## config.mk

```make
export PLATFORM = sky130hd
export DESIGN_NAME = nlt_listen_ctrl
export DESIGN_NICKNAME = d
export VERILOG_FILES = /design/src/logic/nlt_pkg.sv /design/src/logic/nlt_listen_ctrl.sv
export SDC_FILE = /design/constraint.sdc
export NUM_CORES = 1
export LEC_CHECK = 0
export CAP_MARGIN = 10
export CORE_ASPECT_RATIO = 1.4
export CORE_MARGIN = 2
export CORE_UTILIZATION = 63
export CTS_CLUSTER_DIAMETER = 30
export CTS_CLUSTER_SIZE = 8
export DETAILED_ROUTE_END_ITERATION = 8
export DONT_BUFFER_PORTS = 1
export GPL_TIMING_DRIVEN = 0
export PLACE_DENSITY_LB_ADDON = 0.3
export SYNTH_ARGS = -nofsm -noshare
export SYNTH_HDL_FRONTEND = slang
export SYNTH_SLANG_ARGS = --single-unit
```

## constraint.sdc

```tcl
create_clock -name sys_clk_i -period 6.4 [get_ports sys_clk_i]
set_input_delay 0.32 -clock sys_clk_i [delete_from_list [all_inputs] [get_ports sys_clk_i]]
set_output_delay 0.32 -clock sys_clk_i [all_outputs]
set_load 0.01 [all_outputs]
```

## src/logic/nlt_pkg.sv

```systemverilog
/*
  Package for the listen-target controller: mode codes, response memory map, timing counts and carrier structs.
  Assumes a 10 MHz system clock; frames arrive and leave as bytes from an external framing block.
*/
// Behaviour
// Target-select bit high enters listen operation; mode field picks the variant.
// Mode top bit low runs fixed listen; low bits choose technology.
// NFC-A anticollision through SAK answered automatically; RATS and HLTA go to host.
// NFC-F answers polling request only if system code matches or is FFFFh.
// Type A state shown on outputs and wake flags; host sense/sleep commands force it.
// Type F wake flag set whenever a polling response was sent.
// All automatic reply bytes come from the response memory; the code sends the first polling reply byte as the constant POLL_HEAD.
// Active target with field detector turns on own field per response setting.
// Collision-avoidance count sets delay before own field turns on.
// Host sets general timer trigger to end of transmission; the code has no general timer.
// After field-on guard time raise collision-after-test or avoidance-complete flag.
// Mask receive timer starts at external field on; no-response timer adjustable.
// After own field off, wait for external field; timeout raises wait flag.
// Mode top bit high starts bit rate detection over allowed technologies.
// First frame start raises rate-identified flag and exposes the detected rate.
// Host leaves rate detection by writing the matching fixed listen mode.
// Active-frame filter drops active communication frames during rate detection.
// Low power detection needs enable, receive and transmit enables cleared.
// Field on raises field-on flag, wakes oscillator and receiver for 10 ms.
// Type A memory layout: identifier 0-9, sense reply 10-11, select replies 12-13.
// Type F layout: system code 15-16, polling reply 17-35, slot numbers 36-47.
// Polling reply starts 01h; last two bytes sent per request code.
// Reading the flag status clears it; interrupt drops when unmasked bits read.
// Slot numbers used in order, MSBs per slot count, low flag at four left.
package nlt_pkg;

  // ---------------------------------------------------------------
  // Memory map
  // ---------------------------------------------------------------
  localparam logic [5:0] MEM_UID = 6'h00;
  localparam logic [5:0] MEM_SENS = 6'h0A;
  localparam logic [5:0] MEM_SEL1 = 6'h0C;
  localparam logic [5:0] MEM_SEL2 = 6'h0D;
  localparam logic [5:0] MEM_SC = 6'h0F;
  localparam logic [5:0] MEM_POLL = 6'h11;
  localparam logic [5:0] MEM_POLL_LAST = 6'h23;
  localparam logic [5:0] MEM_TSN = 6'h24;
  localparam int MEM_DEPTH = 48;
  localparam logic [4:0] TSN_COUNT = 5'h18;
  localparam logic [4:0] TSN_LOW = 5'h04;
  localparam logic [7:0] POLL_HEAD = 8'h01;

  // ---------------------------------------------------------------
  // Frame codes
  // ---------------------------------------------------------------
  localparam logic [7:0] CMD_REQA = 8'h26;
  localparam logic [7:0] CMD_WUPA = 8'h52;
  localparam logic [7:0] CMD_SEL1 = 8'h93;
  localparam logic [7:0] CMD_SEL2 = 8'h95;
  localparam logic [7:0] CMD_HLTA = 8'h50;
  localparam logic [7:0] CMD_SENSF = 8'h00;
  localparam logic [7:0] NVB_FULL = 8'h70;
  localparam logic [15:0] SC_WILD = 16'hFFFF;
  localparam logic [7:0] RC_NONE = 8'h00;

  // ---------------------------------------------------------------
  // Mode field
  // ---------------------------------------------------------------
  localparam int OM_RATE_BIT = 3;
  localparam logic [2:0] OM_TYPEA = 3'h1;
  localparam logic [2:0] OM_TYPEF = 3'h4;
  localparam logic [2:0] OM_ACTIVE = 3'h2;

  // ---------------------------------------------------------------
  // Timing
  // ---------------------------------------------------------------
  localparam int CLK_HZ = 10_000_000;
  localparam int WAKE_HOLD_MS = 10;
  localparam int WAKE_HOLD_CYC = WAKE_HOLD_MS * (CLK_HZ / 1000);
  localparam int TICK_US = 1;
  localparam int TICK_CYC = TICK_US * (CLK_HZ / 1_000_000);
  localparam int CA_UNIT_TICKS = 8;

  // ---------------------------------------------------------------
  // Carriers
  // ---------------------------------------------------------------
  typedef struct packed {
    logic valid;
    logic first;
    logic last;
    logic [7:0] data;
  } nlt_byte_t;

  typedef struct packed {
    logic field_on;
    logic typea_wake;
    logic typea_wake_star;
    logic typef_wake;
    logic slot_low;
    logic rate_found;
    logic guard_done_cat;
    logic guard_done_cac;
    logic wait_timeout;
  } nlt_flags_t;

  localparam int FLAG_W = 9;

  typedef enum logic [4:0] {
    TA_IDLE = 5'b00001,
    TA_READY = 5'b00010,
    TA_ACTIVE = 5'b00100,
    TA_SLEEP = 5'b01000,
    TA_READY2 = 5'b10000
  } nlt_tastate_t;

  typedef enum logic [3:0] {
    TX_IDLE = 4'b0001,
    TX_SEND = 4'b0010,
    TX_CA = 4'b0100,
    TX_WAIT = 4'b1000
  } nlt_txstate_t;

endpackage : nlt_pkg

```

## src/logic/nlt_listen_ctrl.sv

```systemverilog
/*
  Listen-target controller: automatic NFC-A and NFC-F replies, rate detection, active field timing, wake-up.
  Assumes a framing block supplies received bytes on the system clock and takes reply bytes one per strobe.
*/
`timescale 1ns/1ps
`default_nettype none
module nlt_listen_ctrl
  import nlt_pkg::*;
#(
  parameter int WAKE_CYCLES = WAKE_HOLD_CYC
)
(
  input wire logic sys_clk_i,
  input wire logic rst_i,
  input wire logic target_sel_i,
  input wire logic [3:0] operating_mode_field_i,
  input wire logic [2:0] auto_response_field_sel_i,
  input wire logic [1:0] ca_count_i,
  input wire logic field_detector_enable_i,
  input wire logic active_frame_filter_i,
  input wire logic nrt_option_i,
  input wire logic [7:0] field_on_guard_time_i,
  input wire logic [7:0] response_field_wait_timer_i,
  input wire logic en_i,
  input wire logic rx_en_i,
  input wire logic tx_en_i,
  input wire logic ext_field_i,
  input wire logic own_tx_done_i,
  input wire logic collision_i,
  input wire nlt_byte_t rx_byte_i,
  input wire logic [1:0] rx_rate_i,
  input wire logic rx_active_frame_i,
  input wire logic tx_ready_i,
  input wire logic go_sense_i,
  input wire logic go_sleep_i,
  input wire logic mem_we_i,
  input wire logic [5:0] mem_addr_i,
  input wire logic [7:0] mem_wdata_i,
  input wire logic flag_read_i,
  input wire logic [FLAG_W-1:0] flag_mask_i,
  output logic [FLAG_W-1:0] flags_o,
  output logic irq_o,
  output nlt_byte_t tx_byte_o,
  output logic host_frame_o,
  output logic [4:0] typea_state_o,
  output logic [1:0] rate_o,
  output logic own_field_o,
  output logic mask_rx_o,
  output logic nrt_long_o,
  output logic wake_osc_o
);

  // ---------------------------------------------------------------
  // Input synchronisers
  // ---------------------------------------------------------------
  logic field_meta;
  logic field_sync;
  logic field_prev;
  always_ff @(posedge sys_clk_i or posedge rst_i)
    if (rst_i)
    begin
      field_meta <= 1'b0;
      field_sync <= 1'b0;
      field_prev <= 1'b0;
    end
    else
    begin
      field_meta <= ext_field_i;
      field_sync <= field_meta;
      field_prev <= field_sync;
    end

  wire field_rise = field_sync & ~field_prev;

  // ---------------------------------------------------------------
  // Mode decode
  // ---------------------------------------------------------------
  wire rate_mode = target_sel_i & operating_mode_field_i[OM_RATE_BIT];
  wire fixed_mode = target_sel_i & ~operating_mode_field_i[OM_RATE_BIT];
  wire [2:0] om_low = operating_mode_field_i[2:0];
  wire typea_on = target_sel_i & om_low[0];
  wire typef_on = target_sel_i & om_low[2];
  wire active_on = fixed_mode & om_low[1] & field_detector_enable_i;
  // With the filter on, active frames are dropped throughout rate detection mode, before and after the rate is found.
  wire drop_frame = rate_mode & active_frame_filter_i & rx_active_frame_i;
  wire rx_ok = rx_byte_i.valid & target_sel_i & ~drop_frame;

  // ---------------------------------------------------------------
  // Response memory
  // ---------------------------------------------------------------
  logic [7:0] response_memory [MEM_DEPTH];
  always_ff @(posedge sys_clk_i)
    if (mem_we_i)
      response_memory[mem_addr_i] <= mem_wdata_i;

  // ---------------------------------------------------------------
  // Received frame capture
  // ---------------------------------------------------------------
  logic [4:0] rx_idx;
  logic [7:0] rx_cmd;
  logic [7:0] rx_nvb;
  logic [15:0] rx_sc;
  logic [7:0] rx_rc;
  logic [7:0] rx_tsl;
  logic rx_done;
  always_ff @(posedge sys_clk_i or posedge rst_i)
    if (rst_i)
    begin
      rx_idx <= 5'h00;
      rx_cmd <= 8'h00;
      rx_nvb <= 8'h00;
      rx_sc <= 16'h0000;
      rx_rc <= 8'h00;
      rx_tsl <= 8'h00;
      rx_done <= 1'b0;
    end
    else
    begin
      rx_done <= rx_ok & rx_byte_i.last;
      if (rx_ok)
      begin
        rx_idx <= rx_byte_i.first ? 5'h01 : rx_idx + 5'h01;
        if (rx_byte_i.first)
          rx_cmd <= rx_byte_i.data;
        if (rx_idx == 5'h01)
        begin
          rx_nvb <= rx_byte_i.data;
          rx_sc[15:8] <= rx_byte_i.data;
        end
        if (rx_idx == 5'h02)
          rx_sc[7:0] <= rx_byte_i.data;
        if (rx_idx == 5'h03)
          rx_rc <= rx_byte_i.data;
        if (rx_idx == 5'h04)
          rx_tsl <= rx_byte_i.data;
      end
    end

  // ---------------------------------------------------------------
  // Type A state
  // ---------------------------------------------------------------
  nlt_tastate_t ta_state;
  nlt_tastate_t next_ta_state;
  wire is_wake = (rx_cmd == CMD_WUPA);
  wire is_req = (rx_cmd == CMD_REQA) | is_wake;
  wire is_sel1 = (rx_cmd == CMD_SEL1);
  wire is_sel2 = (rx_cmd == CMD_SEL2);
  wire sel_full = (rx_nvb == NVB_FULL);
  wire fa = rx_done & typea_on;
  // RATS, HLTA and other frames are handed to the host unanswered.
  wire a_auto = fa & (is_req | is_sel1 | is_sel2);
  wire f_match = (rx_sc == {response_memory[MEM_SC], response_memory[MEM_SC + 6'h01]}) | (rx_sc == SC_WILD);
  wire f_auto = rx_done & typef_on & (rx_cmd == CMD_SENSF) & f_match;

  always_comb
  begin
    next_ta_state = ta_state;
    case (ta_state)
      TA_IDLE: if (fa & is_req) next_ta_state = TA_READY;
      TA_SLEEP: if (fa & is_wake) next_ta_state = TA_READY2;
      TA_READY, TA_READY2:
        if (fa & is_sel2 & sel_full) next_ta_state = TA_ACTIVE;
      TA_ACTIVE: if (fa & (rx_cmd == CMD_HLTA)) next_ta_state = TA_SLEEP;
      default: next_ta_state = TA_IDLE;
    endcase
    if (go_sense_i) next_ta_state = TA_IDLE;
    if (go_sleep_i) next_ta_state = TA_SLEEP;
    if (!typea_on) next_ta_state = TA_IDLE;
  end

  always_ff @(posedge sys_clk_i or posedge rst_i)
    if (rst_i)
      ta_state <= TA_IDLE;
    else
      ta_state <= next_ta_state;

  // ---------------------------------------------------------------
  // Slot number queue
  // ---------------------------------------------------------------
  logic [4:0] tsn_used;
  wire [5:0] tsn_byte = MEM_TSN + {2'b00, tsn_used[4:1]};
  wire [7:0] tsn_pair = response_memory[tsn_byte];
  wire [3:0] tsn_raw = tsn_used[0] ? tsn_pair[3:0] : tsn_pair[7:4];
  logic [3:0] slot_mask;
  always_comb
  begin
    slot_mask = 4'hF;
    case (rx_tsl[3:0])
      4'h0: slot_mask = 4'h0;
      4'h1: slot_mask = 4'h8;
      4'h3: slot_mask = 4'hC;
      4'h7: slot_mask = 4'hE;
      default: slot_mask = 4'hF;
    endcase
  end
  wire [3:0] slot_num = tsn_raw & slot_mask;

  // ---------------------------------------------------------------
  // Reply sender
  // ---------------------------------------------------------------
  nlt_txstate_t tx_state;
  logic [5:0] tx_addr;
  logic [5:0] tx_end;
  logic tx_poll;
  logic [4:0] tx_pos;
  wire tx_go = a_auto | f_auto;
  wire [5:0] a_start = is_req ? MEM_SENS : (sel_full ? (is_sel1 ? MEM_SEL1 : MEM_SEL2) : (is_sel1 ? MEM_UID : 6'h03));
  wire [5:0] a_end = is_req ? MEM_SENS + 6'h01 : (sel_full ? a_start : a_start + 6'h03);
  // Two trailing bytes hang on the request code.
  wire [5:0] f_end = (rx_rc == RC_NONE) ? MEM_POLL_LAST - 6'h02 : MEM_POLL_LAST;
  wire [7:0] mem_byte = response_memory[tx_addr];
  wire [7:0] out_byte = (tx_poll & tx_pos == 5'h00) ? POLL_HEAD : mem_byte;
  wire tx_take = (tx_state == TX_SEND) & tx_ready_i;
  wire tx_last = (tx_addr == tx_end);

  // ---------------------------------------------------------------
  // Active target timing
  // ---------------------------------------------------------------
  logic [3:0] tick_cnt;
  wire tick = (tick_cnt == 4'(TICK_CYC - 1));
  logic [9:0] t_cnt;
  logic guard_run;
  logic [9:0] mrt_cnt;
  wire ca_done = (t_cnt == 10'(({8'h00, ca_count_i} + 10'h001) * CA_UNIT_TICKS));
  // The peer dropping its field opens the response collision avoidance window.
  wire start_ca = active_on & (auto_response_field_sel_i != 3'h0) & field_prev & ~field_sync;

  always_ff @(posedge sys_clk_i or posedge rst_i)
    if (rst_i)
      tick_cnt <= 4'h0;
    else
      tick_cnt <= tick ? 4'h0 : tick_cnt + 4'h1;

  always_ff @(posedge sys_clk_i or posedge rst_i)
    if (rst_i)
    begin
      tx_state <= TX_IDLE;
      tx_addr <= 6'h00;
      tx_end <= 6'h00;
      tx_poll <= 1'b0;
      tx_pos <= 5'h00;
      tsn_used <= 5'h00;
      t_cnt <= 10'h000;
      guard_run <= 1'b0;
      own_field_o <= 1'b0;
    end
    else
    begin
      case (tx_state)
        TX_IDLE:
          if (tx_go)
          begin
            tx_state <= TX_SEND;
            tx_poll <= f_auto;
            tx_pos <= 5'h00;
            tx_addr <= f_auto ? MEM_POLL : a_start;
            tx_end <= f_auto ? f_end : a_end;
            if (f_auto & tsn_used != TSN_COUNT)
              tsn_used <= tsn_used + 5'h01;
          end
          else if (start_ca)
          begin
            tx_state <= TX_CA;
            t_cnt <= 10'h000;
          end
        TX_SEND:
          if (tx_take)
          begin
            tx_pos <= tx_pos + 5'h01;
            tx_addr <= tx_addr + 6'h01;
            if (tx_last)
              tx_state <= TX_IDLE;
          end
        TX_CA:
          if (tick)
          begin
            t_cnt <= t_cnt + 10'h001;
            if (ca_done)
            begin
              own_field_o <= 1'b1;
              guard_run <= 1'b1;
              t_cnt <= 10'h000;
              tx_state <= TX_IDLE;
            end
          end
        TX_WAIT:
          if (field_sync)
            tx_state <= TX_IDLE;
          else if (tick)
          begin
            t_cnt <= t_cnt + 10'h001;
            if (t_cnt[7:0] == response_field_wait_timer_i)
              tx_state <= TX_IDLE;
          end
        default: tx_state <= TX_IDLE;
      endcase
      if (guard_run & tick & tx_state == TX_IDLE)
      begin
        t_cnt <= t_cnt + 10'h001;
        if (t_cnt[7:0] == field_on_guard_time_i)
          guard_run <= 1'b0;
      end
      if (own_field_o & own_tx_done_i & tx_state == TX_IDLE & !guard_run)
      begin
        own_field_o <= 1'b0;
        tx_state <= TX_WAIT;
        t_cnt <= 10'h000;
      end
      if (!active_on)
        own_field_o <= 1'b0;
    end

  wire guard_end = guard_run & tick & tx_state == TX_IDLE & (t_cnt[7:0] == field_on_guard_time_i);
  wire wait_end = (tx_state == TX_WAIT) & ~field_sync & tick & (t_cnt[7:0] == response_field_wait_timer_i);

  // ---------------------------------------------------------------
  // Mask receive, rate detect and wake-up
  // ---------------------------------------------------------------
  logic rate_seen;
  logic [23:0] wake_cnt;
  wire low_power = ~en_i & ~rx_en_i & ~tx_en_i & target_sel_i;
  wire rate_hit = rate_mode & rx_ok & rx_byte_i.first & ~rate_seen;
  always_ff @(posedge sys_clk_i or posedge rst_i)
    if (rst_i)
    begin
      mrt_cnt <= 10'h000;
      rate_seen <= 1'b0;
      rate_o <= 2'b00;
      wake_cnt <= 24'h00_0000;
      wake_osc_o <= 1'b0;
      mask_rx_o <= 1'b0;
      nrt_long_o <= 1'b0;
      host_frame_o <= 1'b0;
      typea_state_o <= TA_IDLE;
    end
    else
    begin
      nrt_long_o <= nrt_option_i;
      typea_state_o <= ta_state;
      host_frame_o <= rx_done & ~a_auto & ~f_auto;
      if (field_rise & active_on)
        mrt_cnt <= 10'h000;
      else if (tick & mrt_cnt != 10'h3FF)
        mrt_cnt <= mrt_cnt + 10'h001;
      mask_rx_o <= active_on & (mrt_cnt != 10'h3FF);
      if (!rate_mode)
        rate_seen <= 1'b0;
      else if (rate_hit)
      begin
        rate_seen <= 1'b1;
        rate_o <= rx_rate_i;
      end
      if (field_rise & low_power)
      begin
        wake_osc_o <= 1'b1;
        wake_cnt <= 24'(WAKE_CYCLES);
      end
      else if (en_i & rx_en_i)
        wake_osc_o <= 1'b0;
      else if (wake_cnt != 24'h00_0000)
        wake_cnt <= wake_cnt - 24'h00_0001;
      else
        wake_osc_o <= 1'b0;
    end

  // ---------------------------------------------------------------
  // Flags and interrupt
  // ---------------------------------------------------------------
  nlt_flags_t ev;
  always_comb
  begin
    ev.field_on = field_rise;
    ev.typea_wake = fa & is_req & ta_state == TA_IDLE;
    ev.typea_wake_star = fa & is_wake & ta_state == TA_SLEEP;
    ev.typef_wake = f_auto;
    ev.slot_low = f_auto & (tsn_used == TSN_COUNT - TSN_LOW - 5'h01);
    ev.rate_found = rate_hit;
    ev.guard_done_cat = guard_end & collision_i;
    ev.guard_done_cac = guard_end & ~collision_i;
    ev.wait_timeout = wait_end;
  end

  // A new event in the clearing cycle survives the read.
  wire [FLAG_W-1:0] next_flags = (flag_read_i ? {FLAG_W{1'b0}} : flags_o) | ev;
  always_ff @(posedge sys_clk_i or posedge rst_i)
    if (rst_i)
    begin
      flags_o <= {FLAG_W{1'b0}};
      irq_o <= 1'b0;
    end
    else
    begin
      flags_o <= next_flags;
      irq_o <= |(next_flags & ~flag_mask_i);
    end

  always_ff @(posedge sys_clk_i or posedge rst_i)
    if (rst_i)
      tx_byte_o <= '0;
    else
    begin
      tx_byte_o.valid <= tx_take;
      tx_byte_o.first <= tx_take & (tx_pos == 5'h00);
      tx_byte_o.last <= tx_take & tx_last;
      tx_byte_o.data <= tx_take ? out_byte : 8'h00;
    end

endmodule : nlt_listen_ctrl
`default_nettype wire

```

=== Yosys cells after proc, flatten, opt, wreduce, memory -nomap -nowiden ===
Memories as Yosys holds them, arrays and structs flattened.
Index checks and enable logic that the tools add are counted.

* Input port bits: 79
* Word-level logic and storage cells: 269
* Memories kept: 1
* Register bits after elaboration: 156
* Memory bits (writable): 384

* Add/sub/neg operators: 10
* Bitwise operators: 76
* Reductions and logical operators: 25
* Equal/unequal tests: 52
* Muxes and demuxes: 70

{| class="wikitable"
|+ Memory list
! memory !! depth !! bits a word !! read ports !! clocked after Yosys merged registers in !! wr ports !! line !! RTL
|-
| response_memory || 48 || 8 || 3 || 0 || 1 || nlt_listen_ctrl.sv:91 || <nowiki>logic [7:0] response_memory [MEM_DEPTH];</nowiki>
|}

{| class="wikitable"
|+ Operator list
! cell !! count
|-
| 2-to-1 mux 10 bit || 10
|-
| 2-to-1 mux 24 bit || 3
|-
| 2-to-1 mux 5 bit || 13
|-
| AND 1 bit || 57
|-
| 2-to-1 mux 4 bit || 13
|-
| case mux 10 bit (3 select lines) || 1
|-
| != test 5 bit (second input constant) || 5
|-
| equality test 8 x 7 -> 1 bit (second input constant) || 3
|-
| nonzero test 24 bit || 1
|-
| subtractor 24 x 1 -> 24 bit (second input constant) || 1
|-
| adder 10 x 1 -> 10 bit (second input constant) || 2
|-
| != test 4 bit (second input constant) || 5
|-
| case mux 5 bit (4 select lines) || 1
|-
| 2-to-1 mux 1 bit || 18
|-
| 2-to-1 mux 6 bit || 3
|-
| equality test 16 bit || 1
|-
| equality test 16 bit (second input constant) || 1
|-
| equality test 8 bit || 2
|-
| equality test 8 bit (second input constant) || 2
|-
| logical NOT 8 bit || 2
|-
| 2-to-1 mux 8 bit || 2
|-
| case mux 4 bit (4 select lines) || 1
|-
| adder 5 x 1 -> 5 bit (second input constant) || 3
|-
| equality test 5 x 2 -> 1 bit (second input constant) || 3
|-
| other kinds (44) || 80
|}

=== Logic depth before layout (Yosys ltp) ===
* Word-level depth: 12
* Gate-level depth with buffers: 10

=== Worst setup path before layout ===
No wires, ideal clock.

* Kind: register -> register
* From: register tx_addr[0]
* To: register tx_byte_o[7] in the netlist's numbering
* Stages on the path, launching flop included: 8
* Slack: 3.991 ns
* Arrival time: 2.285 ns
* Buffers on the path: 3
* Cell sequence: dfrtp_1 -> buf_2 -> buf_2 -> buf_2 -> mux4_2 -> mux4_2 -> a21oi_1 -> nor2_1

* Longest elaborated chain between the ends: 3

{| class="wikitable"
|+ Ends and longest elaborated chain
! item !! line !! RTL
|-
| start, declared || nlt_listen_ctrl.sv:202 || <nowiki>logic [5:0] tx_addr;</nowiki>
|-
| start signal, assigned || nlt_listen_ctrl.sv:256 || <nowiki>tx_addr <= f_auto ? MEM_POLL : a_start;</nowiki>
|-
| start signal, assigned || nlt_listen_ctrl.sv:270 || <nowiki>tx_addr <= tx_addr + 6'h01;</nowiki>
|-
| memory (48 x 8 bit) || n/a ||
|-
| 2-to-1 mux 8 bit || nlt_listen_ctrl.sv:212 || <nowiki>wire [7:0] out_byte = (tx_poll & tx_pos == 5'h00) ? POLL_HEAD : mem_byte;</nowiki>
|-
| 2-to-1 mux 8 bit || nlt_listen_ctrl.sv:405 || <nowiki>tx_byte_o.data <= tx_take ? out_byte : 8'h00;</nowiki>
|-
| end, declared || nlt_listen_ctrl.sv:43 || <nowiki>output nlt_byte_t tx_byte_o,</nowiki>
|}

No other way between the ends.
A chain may end at the register's enable or synchronous reset.

=== Final worst setup path ===
* From: register tx_addr[1]
* To: register tx_byte_o[3] in the netlist's numbering

The elaborated chain is that of the path after synthesis.

==> out/qor.txt <==
Synth cell types: 71
Iteration-0 DRC Markers: 1519
Vias: 13600
relative slew slack: 24.6%
synthesized area: 22700 um^2
final clock period utilization by the worst path: 58.3%
commonest cells after routing, fill and taps aside: edfxtp_1 (384), dfrtp_1 (152), nor2_1 (141)
drt total wl: 55100 um
Worst Tran Pin Value: 1.12 ns
CTS Buf Count: 90
final setup TNS: 0 ns
CTS max path bufs: 3
layout net count: 1644
Leak Pwr: 9.41 nW
commonest non-fill, non-tap cell in the layout: edfxtp_1
initial antenna violation count: 1
Max Freq: 268 MHz
DP Wirelength: 33100 um
critical path type: flip-flop to flip-flop
HP Class: input pin to flip-flop
synth warn: 0
Final Instance Area: 26600 um^2
drt wl/cell: 26.6 um
Mean Syn Cell Area: 16.0 um^2
post-placement cell count: 1886
clock period minus final worst setup slack: 3.73 ns
Sink Count: 539
pin count of the biggest net entering global routing: 98
synthesized instance count: 1423
clk_lat worst skew: 0.62 ns
CP required: 6.87 ns
register area share after synthesis: 67.8%
Worst Path Arrival: 4.19 ns
clk slew on worst S/H paths: 0.05 ns
die area: 37700 um^2
vias per inst: 6.59
ys async rst share: 28.8%
Cell Pwr Density: 362 nW/um^2
final core occ: 74.5%
unrepaired setup endpoints after global routing: no
ys flop type: edfxtp_1
number of primary I/O pins: 112
Fill cells: 1973
drc violations: 0
Worst VDD drop: 0.297 mV
Layout area overhead: 17.0%
max-cap violations: 0
total core area: 35700 um^2
Total GRT Usage: 30.1%
IO Port Bufs: 0
crit path capture type: flip-flop
nature of the critical path startpoint: flip-flop
Initial Utilization: 63.7%
drt pass-1 iters: 7
first-pass GRT wire length: 84200 um
number of global-route vias before repair: 14500
clock root cell: clkbuf_16
Area after DPL: 23300 um^2
Layout Skew: 0.0205 ns
CTS tree: yes
final setup fails: 0
Synthesized Nets: 1515
fin worst setup slack: 2.67 ns
CTS H-Tree Depth: 3
gpl congestion: 0.890
final slew viol count: 0
outcome: finished, final reports clean
number of flops mapped to enable cells by yosys: 384
GRT overflow: 0
CP Max Fanout: 10
Die W: 165 um
Yosys reg bits: 539
Die Ht: 229 um
share of cells above drive strength 1: 21.0%
DRT antenna net count: 0
Placement Rows: 82
register-to-register setup slack: 2.67 ns
final hold violation count: 0
DP Worst Slack: 2.93 ns
final instance count without filler cells: 2070
## cell usage after synthesis (4+ instances only)
library cell,number,area [um^2]
ha_1,13,163
or4_1,8,60.1
a31oi_1,6,37.5
clkbuf_1,34,128
dfrtp_1,152,3800
mux2i_1,12,120
mux2_2,38,428
buf_2,18,90.1
nor4_1,13,81.3
nor2b_1,7,43.8
or4b_1,5,50.1
mux4_2,120,2700
o41ai_1,5,43.8
xor2_1,22,193
nand2_1,64,240
inv_1,32,120
o2bb2ai_1,4,35.0
and3_1,11,68.8
o22ai_1,5,31.3
o31ai_1,9,67.6
xnor2_1,42,368
or3_1,8,50.1
nand4_1,21,131
nor2_1,141,529
a21oi_1,31,155
nor3_1,21,105
nor4b_1,5,43.8
nand2b_1,20,125
nand3b_1,6,45.0
edfxtp_1,384,11500
o21ai_1,5,25.0
nor3b_1,5,37.5
nand3_1,38,190
o21ai_0,59,295
and2_1,4,25.0
## final timing paths
| path | start | to | cells past startpoint |
|---|---|---|---|
| max | tx_addr[1] | tx_byte_o[3] | 7 |
| min | own_tx_done_i | tx_state[3] | 4 |
| max reg2reg | tx_addr[1] | tx_byte_o[3] | 7 |
| min reg2reg | field_meta | field_sync | 0 |
| max in group asynchronous | rst_i | ta_state[0] | 3 |
| min in group asynchronous | rst_i | t_cnt[0] | 2 |
## cell type report
class | count | area (um^2) | share of cell area, %
flip-flops and latches | 539 | 15400 | 58.0
multi-input cells | 797 | 6970 | 26.2
clock buffers | 118 | 2490 | 9.37
well taps | 462 | 578 | 2.17
repair buffers | 37 | 463 | 1.74
clock inverters | 29 | 315 | 1.19
plain buffers | 55 | 236 | 0.889
inverters | 32 | 125 | 0.470
diodes | 1 | 2.50 | 0.00941
## repair_timing
action / in CTS / in global routing
resized for setup: 0 / 0
hold buffers: 35 / 0
buffers inserted: 0 / 0
endpoints found under the hold margin: 499 / 0
## routing by layer
| metal | up-vias | wire [um] | global-route usage (%) |
|---|---|---|---|
| met1 | 6927 | 19600 | 36.6 |
| li1 | 5792 | - | - |
| met4 | 0 | 2510 | 14.3 |
| met3 | 157 | 4650 | 6.99 |
| met5 | - | 0 | 0 |
| met2 | 762 | 28400 | 50.8 |
## where the power goes
part | internal, mW | leakage, nW | switching (mW) | total, mW
combinational | 0.438 | 2.58 | 0.543 | 0.981
sequential | 3.95 | 5.46 | 0.193 | 4.15
clock | 2.91 | 1.37 | 1.59 | 4.49
total | 7.30 | 9.41 | 2.32 | 9.62
## logic make-up after synthesis
family | after synthesis | share of synthesized area, %
compound gates | 144 | 3.85
xor+xnor | 64 | 2.47
fa+ha+maj | 13 | 0.715
buf+inv | 87 | 1.57
flops | 539 | 67.8
mux | 171 | 14.4
simple gates | 405 | 9.26
## metrics by stage
stage / total power [mW] / hold slack, ns
after floorplan: 4.83 / 0.331
after global placement: 5.03 / 0.344
after detailed placement: 5.08 / 0.283
after CTS: 9.65 / 0.00758
after global routing: 9.93 / 0.0191
final: 9.62 / 0.0312
## sequential cells by signal, summed over array words and instances, names as in the netlist, 5 cells and up
name	count
t_cnt	10
tx_addr	6
rx_rc	8
rx_cmd	8
tx_pos	5
tsn_used	5
rx_idx	5
typea_state_o	5
flags_o	9
wake_cnt	24
tx_byte_o	11
rx_sc	16
response_memory	384
ta_state	5
mrt_cnt	10
tx_end	6
## critical path, stage by stage, from the launching register on
cell      delay (ns)
dfrtp_1         0.37
clkbuf_1        0.49
clkbuf_1        0.75
clkbuf_1        0.69
mux4_2          0.43
mux4_2          0.53
a21oi_1         0.23
nor2_1          0.10
No activity file was read; power rests on OpenSTA's default activity.
